File: src/bcslm_pkg.sv
// Constants for the converter clock sync and load meter block
package bcslm_pkg;
   localparam int CLK_MHZ = 125;
   localparam int MEAS_TIME_US = 50;
   localparam int MEAS_CYCLES = MEAS_TIME_US * CLK_MHZ;
   localparam int RES_W = 9;
   localparam int RES_LO_W = 8;
   localparam int LOAD_LSB_MA = 20;
   localparam int LOAD_MAX_MA = 10220;
   localparam int PWM_LOAD_MA = 600;
   localparam int FREQ_W = 5;
   localparam logic [4:0] FREQ_MIN_MHZ = 5'h01;
   localparam logic [4:0] FREQ_MAX_MHZ = 5'h18;
   localparam int TOL_LO_PCT = 30;
   localparam int TOL_HI_PCT = 10;
   localparam int PER_W = 11;
   localparam logic [2:0] GOOD_N = 3'h4;
   localparam int DITHER_W = 4;
   localparam int DIV_W = 4;
   localparam logic [3:0] DITHER_DIV = 4'hf;
   localparam int CFG_W = 22;
   localparam int CFG_VSET_LSB = 0;
   localparam int CFG_FPWM_BIT = 8;
   localparam int CFG_ILIM_LSB = 9;
   localparam int CFG_SLEW_LSB = 11;
   localparam int CFG_DLY_ON_LSB = 14;
   localparam int CFG_DLY_OFF_LSB = 18;
   typedef enum logic [0:0] {
      M_IDLE = 1'b0,
      M_RUN = 1'b1
   } bcslm_meas_e;
endpackage : bcslm_pkg

File: src/bcslm_top.sv
// Converter clock selection, sync check, dither, mode control and load meter
// Notes on behaviour
// A select input chooses which converter core is measured.
// Each write to the measurement select starts a fresh measurement.
// The measured core is forced to PWM while measuring.
// A measurement completes within 50 us of its start.
// Completion sets a sticky done flag; a mask bit hides its interrupt.
// The 9-bit result is split: low byte and a separate top bit.
// One result code step is 20 mA; full code means 10.22 A.
// Frequency dither only runs while the internal oscillator is used.
// One dither enable acts on both cores together.
// Dither sweeps the frequency around the nominal centre.
// Clock choice and sync interrupt follow PLL enable and clock validity.
// A mask bit hides the sync clock interrupt.
// A 5-bit field gives the expected sync frequency, 1 to 24 MHz.
// Sync clock is valid only within -30% to +10% of nominal.
// With PLL on, a missing clock at startup or activation interrupts.
// Without forced PWM a light load drops the core into PFM.
// Forced PWM keeps fixed frequency and never enters PFM.
// The sync pin can serve as a second general output instead.
// Each general output is open-drain or push-pull by choice.
// Core settings load from OTP defaults and registers may override them.
// With PLL on, clock appearing or vanishing interrupts; off, none.
// Result stays unchanged until the next measurement completes.
// Losing the sync clock falls back to the internal oscillator.
`timescale 1ns/1ns
`default_nettype none
module bcslm_top #(
   parameter int MEAS_CYCLES = bcslm_pkg::MEAS_CYCLES
) (
   input wire logic clk,
   input wire logic rst,
   input wire logic meas_sel_write,
   input wire logic meas_core_sel,
   input wire logic [bcslm_pkg::RES_W-1:0] load_sense_code,
   input wire logic meas_done_mask,
   input wire logic meas_done_clear,
   output logic meas_done_flag,
   output logic meas_done_irq,
   output logic meas_busy,
   output logic [bcslm_pkg::RES_LO_W-1:0] load_result_low,
   output logic load_result_high,
   input wire logic freq_dither_enable,
   output logic dither_active,
   output logic [bcslm_pkg::DITHER_W-1:0] dither_code,
   input wire logic pll_enable,
   input wire logic [bcslm_pkg::FREQ_W-1:0] sync_nominal_freq,
   input wire logic sync_clock_pin_in,
   output logic sync_clock_pin_out,
   output logic sync_clock_pin_oe_n,
   input wire logic sync_clk_mask,
   input wire logic sync_clk_clear,
   input wire logic startup_to_standby,
   input wire logic standby_to_active,
   output logic sync_clk_flag,
   output logic sync_clk_irq,
   output logic sync_clock_valid,
   output logic ext_clk_select,
   input wire logic [1:0] light_load,
   output logic [1:0] force_pwm,
   output logic [1:0] pfm_select,
   input wire logic [2*bcslm_pkg::CFG_W-1:0] otp_cfg,
   input wire logic [1:0] cfg_write,
   input wire logic [bcslm_pkg::CFG_W-1:0] cfg_wdata,
   output logic [2*bcslm_pkg::CFG_W-1:0] core_cfg,
   input wire logic general_output_value,
   input wire logic general_output_push_pull,
   output logic general_output_out,
   output logic general_output_oe_n,
   input wire logic second_general_output_enable,
   input wire logic second_general_output_value,
   input wire logic second_general_output_push_pull
);
   localparam int CNT_W = $clog2(MEAS_CYCLES + 1);
   localparam logic [CNT_W-1:0] MEAS_LAST = CNT_W'(MEAS_CYCLES - 1);

   // Period bound in clock cycles for a frequency offset of pct percent;
   // the short bound rounds up so that a clock above +10% is never accepted
   function automatic logic [bcslm_pkg::PER_W-1:0] per_bound(
      input logic [bcslm_pkg::FREQ_W-1:0] f, input int pct, input logic up);
      int num;
      int den;
      num = bcslm_pkg::CLK_MHZ * 100;
      den = (100 + pct) * ((f == 5'h00) ? 1 : int'(f));
      return bcslm_pkg::PER_W'(up ? (num + den - 1) / den : num / den);
   endfunction : per_bound

   // Open-drain releases on a high level; push-pull always drives
   function automatic logic drive_oe_n(input logic val, input logic pp);
      return !(pp || !val);
   endfunction : drive_oe_n

   // Load meter
   bcslm_pkg::bcslm_meas_e meas_state_q, meas_state_d;
   logic [CNT_W-1:0] meas_cnt_q, meas_cnt_d;
   logic meas_core_q, meas_core_d;
   logic meas_done_flag_q, meas_done_flag_d;
   logic [bcslm_pkg::RES_W-1:0] result_q, result_d;
   logic meas_end;

   assign meas_end = (meas_state_q == bcslm_pkg::M_RUN) && (meas_cnt_q == MEAS_LAST)
                     && !meas_sel_write;

   always_comb begin
      meas_state_d = meas_state_q;
      meas_cnt_d = meas_cnt_q;
      meas_core_d = meas_core_q;
      result_d = result_q;
      meas_done_flag_d = meas_done_flag_q;
      if (meas_done_clear) begin
         meas_done_flag_d = 1'b0;
      end
      if (meas_sel_write) begin
         meas_state_d = bcslm_pkg::M_RUN;
         meas_cnt_d = '0;
         meas_core_d = meas_core_sel;
      end else begin
         case (meas_state_q)
            bcslm_pkg::M_IDLE: begin
               meas_cnt_d = '0;
            end
            bcslm_pkg::M_RUN: begin
               if (meas_end) begin
                  meas_state_d = bcslm_pkg::M_IDLE;
                  result_d = load_sense_code;
                  meas_done_flag_d = 1'b1;
               end else begin
                  meas_cnt_d = meas_cnt_q + 1'b1;
               end
            end
            default: begin
               meas_state_d = bcslm_pkg::M_IDLE;
            end
         endcase
      end
   end

   always_ff @(posedge clk) begin
      if (rst) begin
         meas_state_q <= bcslm_pkg::M_IDLE;
         meas_cnt_q <= '0;
         meas_core_q <= 1'b0;
         result_q <= '0;
         meas_done_flag_q <= 1'b0;
      end else begin
         meas_state_q <= meas_state_d;
         meas_cnt_q <= meas_cnt_d;
         meas_core_q <= meas_core_d;
         result_q <= result_d;
         meas_done_flag_q <= meas_done_flag_d;
      end
   end

   assign meas_busy = (meas_state_q == bcslm_pkg::M_RUN);
   assign meas_done_flag = meas_done_flag_q;
   assign meas_done_irq = meas_done_flag_q && !meas_done_mask;
   assign load_result_low = result_q[bcslm_pkg::RES_LO_W-1:0];
   assign load_result_high = result_q[bcslm_pkg::RES_W-1];

   // Sync clock check, clock choice and sync interrupt
   logic pin_q, pin_d;
   logic [bcslm_pkg::PER_W-1:0] per_q, per_d;
   logic [2:0] good_q, good_d;
   logic valid_q, valid_d;
   logic sync_flag_q, sync_flag_d;
   logic ext_sel_q, ext_sel_d;
   logic [bcslm_pkg::PER_W-1:0] per_min, per_max;
   logic freq_ok, edge_seen;

   assign per_min = per_bound(sync_nominal_freq, bcslm_pkg::TOL_HI_PCT, 1'b1);
   assign per_max = per_bound(sync_nominal_freq, -bcslm_pkg::TOL_LO_PCT, 1'b0);
   assign freq_ok = (sync_nominal_freq >= bcslm_pkg::FREQ_MIN_MHZ)
                    && (sync_nominal_freq <= bcslm_pkg::FREQ_MAX_MHZ);
   assign edge_seen = sync_clock_pin_in && !pin_q && !second_general_output_enable;

   always_comb begin
      pin_d = sync_clock_pin_in;
      per_d = per_q;
      good_d = good_q;
      valid_d = valid_q;
      if (edge_seen) begin
         per_d = bcslm_pkg::PER_W'(1);
         if (freq_ok && (per_q >= per_min) && (per_q <= per_max)) begin
            if (good_q != bcslm_pkg::GOOD_N) begin
               good_d = good_q + 3'h1;
            end
         end else begin
            good_d = 3'h0;
         end
      end else if (per_q > per_max || !freq_ok || second_general_output_enable) begin
         good_d = 3'h0;
      end else begin
         per_d = per_q + 1'b1;
      end
      valid_d = (good_d == bcslm_pkg::GOOD_N);
      ext_sel_d = pll_enable && valid_q;
      sync_flag_d = sync_flag_q;
      if (sync_clk_clear) begin
         sync_flag_d = 1'b0;
      end
      if (pll_enable && (valid_d != valid_q)) begin
         sync_flag_d = 1'b1;
      end
      if (pll_enable && !valid_q && (startup_to_standby || standby_to_active)) begin
         sync_flag_d = 1'b1;
      end
   end

   always_ff @(posedge clk) begin
      if (rst) begin
         pin_q <= 1'b0;
         per_q <= '0;
         good_q <= 3'h0;
         valid_q <= 1'b0;
         sync_flag_q <= 1'b0;
         ext_sel_q <= 1'b0;
      end else begin
         pin_q <= pin_d;
         per_q <= per_d;
         good_q <= good_d;
         valid_q <= valid_d;
         sync_flag_q <= sync_flag_d;
         ext_sel_q <= ext_sel_d;
      end
   end

   assign sync_clock_valid = valid_q;
   assign ext_clk_select = ext_sel_q;
   assign sync_clk_flag = sync_flag_q;
   assign sync_clk_irq = sync_flag_q && !sync_clk_mask;

   // Triangle dither around the centre code
   logic [bcslm_pkg::DIV_W-1:0] div_q, div_d;
   logic [bcslm_pkg::DITHER_W-1:0] dith_q, dith_d;
   logic dir_q, dir_d;
   logic dith_on_q, dith_on_d;

   always_comb begin
      div_d = div_q;
      dith_d = dith_q;
      dir_d = dir_q;
      dith_on_d = freq_dither_enable && !pll_enable && !ext_sel_q;
      if (!dith_on_q) begin
         div_d = '0;
         dith_d = {1'b1, {(bcslm_pkg::DITHER_W-1){1'b0}}};
         dir_d = 1'b0;
      end else if (div_q == bcslm_pkg::DITHER_DIV) begin
         div_d = '0;
         dith_d = dir_q ? dith_q - 1'b1 : dith_q + 1'b1;
         if (dir_q && dith_q == 4'h2) begin
            dir_d = 1'b0;
         end else if (!dir_q && dith_q == 4'he) begin
            dir_d = 1'b1;
         end
      end else begin
         div_d = div_q + 1'b1;
      end
   end

   always_ff @(posedge clk) begin
      if (rst) begin
         div_q <= '0;
         dith_q <= 4'h8;
         dir_q <= 1'b0;
         dith_on_q <= 1'b0;
      end else begin
         div_q <= div_d;
         dith_q <= dith_d;
         dir_q <= dir_d;
         dith_on_q <= dith_on_d;
      end
   end

   assign dither_active = dith_on_q;
   assign dither_code = dith_q;

   // Core settings, mode control and general outputs
   logic [2*bcslm_pkg::CFG_W-1:0] cfg_q, cfg_d;
   logic [1:0] fpwm_q, fpwm_d, pfm_q, pfm_d;
   logic [1:0] out_q, out_d, oen_q, oen_d;

   always_comb begin
      cfg_d = cfg_q;
      for (int i = 0; i < 2; i++) begin
         if (cfg_write[i]) begin
            cfg_d[i*bcslm_pkg::CFG_W +: bcslm_pkg::CFG_W] = cfg_wdata;
         end
         fpwm_d[i] = (meas_busy && (meas_core_q == i[0]));
         pfm_d[i] = light_load[i] && !cfg_q[i*bcslm_pkg::CFG_W + bcslm_pkg::CFG_FPWM_BIT]
                    && !fpwm_d[i];
      end
      out_d[0] = general_output_value;
      oen_d[0] = drive_oe_n(general_output_value, general_output_push_pull);
      out_d[1] = second_general_output_enable && second_general_output_value;
      oen_d[1] = second_general_output_enable ? drive_oe_n(second_general_output_value,
                 second_general_output_push_pull) : 1'b1;
   end

   always_ff @(posedge clk) begin
      if (rst) begin
         cfg_q <= otp_cfg;
         fpwm_q <= 2'h0;
         pfm_q <= 2'h0;
         out_q <= 2'h0;
         oen_q <= 2'h3;
      end else begin
         cfg_q <= cfg_d;
         fpwm_q <= fpwm_d;
         pfm_q <= pfm_d;
         out_q <= out_d;
         oen_q <= oen_d;
      end
   end

   assign core_cfg = cfg_q;
   assign force_pwm = fpwm_q;
   assign pfm_select = pfm_q;
   assign general_output_out = out_q[0];
   assign general_output_oe_n = oen_q[0];
   assign sync_clock_pin_out = out_q[1];
   assign sync_clock_pin_oe_n = oen_q[1];
endmodule : bcslm_top
`default_nettype wire

File: config.mk
export PLATFORM = sky130hd
export DESIGN_NAME = bcslm_top
export DESIGN_NICKNAME = d
export VERILOG_FILES = /design/src/bcslm_pkg.sv /design/src/bcslm_top.sv
export SDC_FILE = /design/constraint.sdc
export NUM_CORES = 1
export LEC_CHECK = 0
export ABC_AREA = 1
export CORE_ASPECT_RATIO = 1.1
export CORE_MARGIN = 2
export CORE_UTILIZATION = 31
export CTS_BUF_LIST = sky130_fd_sc_hd__clkbuf_8
export DETAILED_ROUTE_END_ITERATION = 8
export DONT_BUFFER_PORTS = 1
export GPL_TIMING_DRIVEN = 0
export PLACE_DENSITY = 0.43
export SYNTH_ARGS = -nofsm -noshare
export SYNTH_HDL_FRONTEND = slang
export SYNTH_SLANG_ARGS = --single-unit
export TNS_END_PERCENT = 10
File: constraint.sdc
create_clock -name clk -period 120.9 [get_ports clk]
set_input_delay 24.18 -clock clk [delete_from_list [all_inputs] [get_ports clk]]
set_output_delay 24.18 -clock clk [all_outputs]
set_load 0.03 [all_outputs]
==> run metrics <==
status completed; largest net degree at the start of global routing 61; HP Class reg2reg; clock tree from TritonCTS done; cell repeated most along the worst path inv_1; syn avg cell area 5.855 um^2; FMAX 0.009035 GHz; Final Setup Violations 0; routed len/inst 14.94 um; H-tree depth 3; Ports 175; Detail Route Antenna Nets 0; gpl congestion 0.8704; Cells after Synth 8326; WL final 156300 um; Netlist cell types 79; Setup Crit Path Kind in2reg; Reg-to-Reg End sync_clk_flag; Non-Filler Instances 10462; area grow syn2layout 7.212%; hold_buf cts 0; YS warnings 0; Seq/Total Area, Yosys 0.05215; hold path depth 1; fraction of layout cells with a size suffix above 1 0.09474; Longest Clk Path Bufs 2; antenna violations before repair 7; max_slew headroom 0.3930; clock slew at the register clock pins of the worst setup and hold paths 0.11 ns; Root Driver clkbuf_8; Hold Vio Cnt, Final 0; ys async rst share 0; Worst-Skew Late Latency 0.43 ns; Finished Core Util 0.3347; DIE AREA 0.1605 mm^2; min Tclk post-route 110.69 ns; Cell Area, Synth 0.04875 mm^2; grt total ovfl 0; highest cell delay on the worst timing path 0.52 ns; total number of vias 51349; drt first pass iters 5; Row Count 152; top_reg_cell synth dfxtp_1; worst slew pin tran 0.9105 ns; Startpoint Class input pin; Data required, critical path 121.19 ns; Nets 9108; Die H 419.9 um; FF-to-FF Start per_q[0]; drc violations 0; data arrival time of the worst path 110.97 ns; Hold EP div_q[0]; CP max stage cell fa_1; worst r2r path cells 19; TritonCTS Sinks 105; Core Region 0.1561 mm^2; synthesized flop and latch total 105; IO buf count 0; Setup crit start sync_nominal_freq[2]; Crit. End Element flop; hpwl dp 133200 um; fin. max-slew vios 0; worst reg2reg setup slack 116.75 ns; placed cells 10437; gr usage total 0.1874; CP max FO 22; initial core utilization 0.3122; Max-Cap Viols 0; Hold Path Origin div_q[0]; Fin Clk Skew 0.02195 ns; vias per cell 4.908; global-route wire length before repair 250100 um; period utilization 0.9155; Die Span X 382.1 um; number of CTS-inserted buffers 9; EDFF count, synth 44; DRT iter0 DRCs 2691; setup tns final 0 ns; vias in the first global route 48652
==> cell type report <==
| cell class | instances | area, um^2 |
|---|---|---|
| Multi-Input combinational cell | 6900 | 40840 |
| Sequential cell | 105 | 2542 |
| Inverter | 1196 | 4518 |
| Buffer | 141 | 1160 |
| Clock inverter | 6 | 42.54 |
| Antenna cell | 2 | 5.005 |
| Timing Repair Buffer | 23 | 420.4 |
| Clock buffer | 10 | 137.6 |
| Fill cell | 17729 | 103900 |
| Tap cell | 2079 | 2601 |
==> cell usage after synthesis (all sizes together), types with 2 or more instances <==
master | count | area [um^2]
nand2 | 2315 | 9265
and2 | 10 | 66.31
buf | 85 | 840.8
o21ai | 605 | 3095
dfxtp | 61 | 1221
o211ai | 17 | 127.6
o31a | 2 | 17.52
o21a | 15 | 112.6
a21oi | 493 | 2531
nor3b | 4 | 35.03
a311oi | 2 | 17.52
nand4 | 185 | 1195
clkinv | 27 | 115.1
a21o | 73 | 556.8
clkbuf | 55 | 246.5
nand3b | 46 | 345.3
o21bai | 94 | 705.7
nor3 | 92 | 514.3
a211oi | 3 | 22.52
xor2 | 335 | 2949
a21boi | 6 | 45.04
edfxtp | 44 | 1321
a31oi | 15 | 93.84
fa | 7 | 140.1
nand3 | 729 | 4379
ha | 623 | 7795
inv | 1169 | 4398
o22ai | 2 | 12.51
o31ai | 15 | 112.6
or2 | 69 | 431.7
o221ai | 3 | 26.28
nor2 | 884 | 3918
xnor2 | 197 | 1725
nor4 | 15 | 93.84
o2111ai | 10 | 87.58
a221oi | 6 | 52.55
==> registers in the layout (all words and copies together), names as in the netlist <==
name              cells
core_cfg             44
ext_clk_select        1
sync_clk_flag         1
meas_done_flag        1
per_q                11
div_q                 4
meas_busy             1
dither_code           4
sync_clock_valid      1
out_q                 2
good_q                3
meas_core_q           1
pfm_select            2
meas_cnt_q           13
pin_q                 1
result_q              9
force_pwm             2
dir_q                 1
oen_q                 2
dither_active         1
==> cells in the final DEF, fill, tap and decap left out, types with 30 or more instances in the layout <==
master and instances:
nand2_1 2130, inv_1 1112, nor2_1 745, ha_1 623
nand3_1 604, o21ai_0 530, a21oi_1 472, xor2_1 329
xnor2_1 197, nand4_1 179, nand2_2 158, nand3_2 111
o21bai_1 94, nor2_2 87, nor3_1 85, a21o_1 66
dfxtp_1 61, or2_2 59, o21ai_1 56, inv_2 52
nor2_4 51, buf_6 47, nand3b_1 46, edfxtp_1 44
buf_4 30
==> what timing repair did <==
| item | CTS | global route |
|---|---|---|
| setup buffers | 0 | 8 |
| gates resized for setup | 0 | 71 |
| setup endpoints to repair | 0 | 5 |
==> worst max path at each step <==
stage                          to  depth (start not counted)
finish              sync_clk_flag                        562
global route        sync_clk_flag                        565
CTS                 sync_clk_flag                        555
detailed placement  sync_clk_flag                        554
global placement    sync_clk_flag                        552
floorplan           sync_clk_flag                        556
==> critical path, delay by kind of cell <==
family                     cells  cell delay (ns)
buffers and inverters        141            17.56
AOI/OAI and AO/OA            201            35.92
and+or+nand+nor              185            22.09
adders and majority gates     35            11.01
==> kinds of logic after synthesis <==
logic type,after synthesis,share of synthesized area
simple gates,4351,0.4156
compound gates,1368,0.1576
buf+inv,1338,0.1158
fa+ha+maj,630,0.1628
xor+xnor,532,0.09589
flops,105,0.05215
other cells,1,0.00007692
mux,1,0.0002053
==> metal layers <==
| metal | track usage | vias up | share of wire |
|---|---|---|---|
| met3 | 0.009450 | 92 | 0.022 |
| met5 | 0 | - | 0.00022 |
| li1 | - | 27403 | - |
| met2 | 0.3412 | 573 | 0.49 |
| met1 | 0.2468 | 23275 | 0.48 |
| met4 | 0.02709 | 6 | 0.013 |
==> per-stage QoR <==
stage	instance area, um^2	hold WS [ns]	worst slack [ns]
6_report	52270	0.4587	10.21
5_1_grt	52260	0.4798	-0.02548
4_1_cts	52080	0.4638	3.206
3_5_place_dp	51900	0.4421	3.232
3_3_place_gp	51420	0.4315	-0.4129
2_1_floorplan	48810	0.4176	19.02
Power is left out: the tool's default activity adds up to more than one toggle a clock period on the data nets, which glitch-free logic cannot reach.
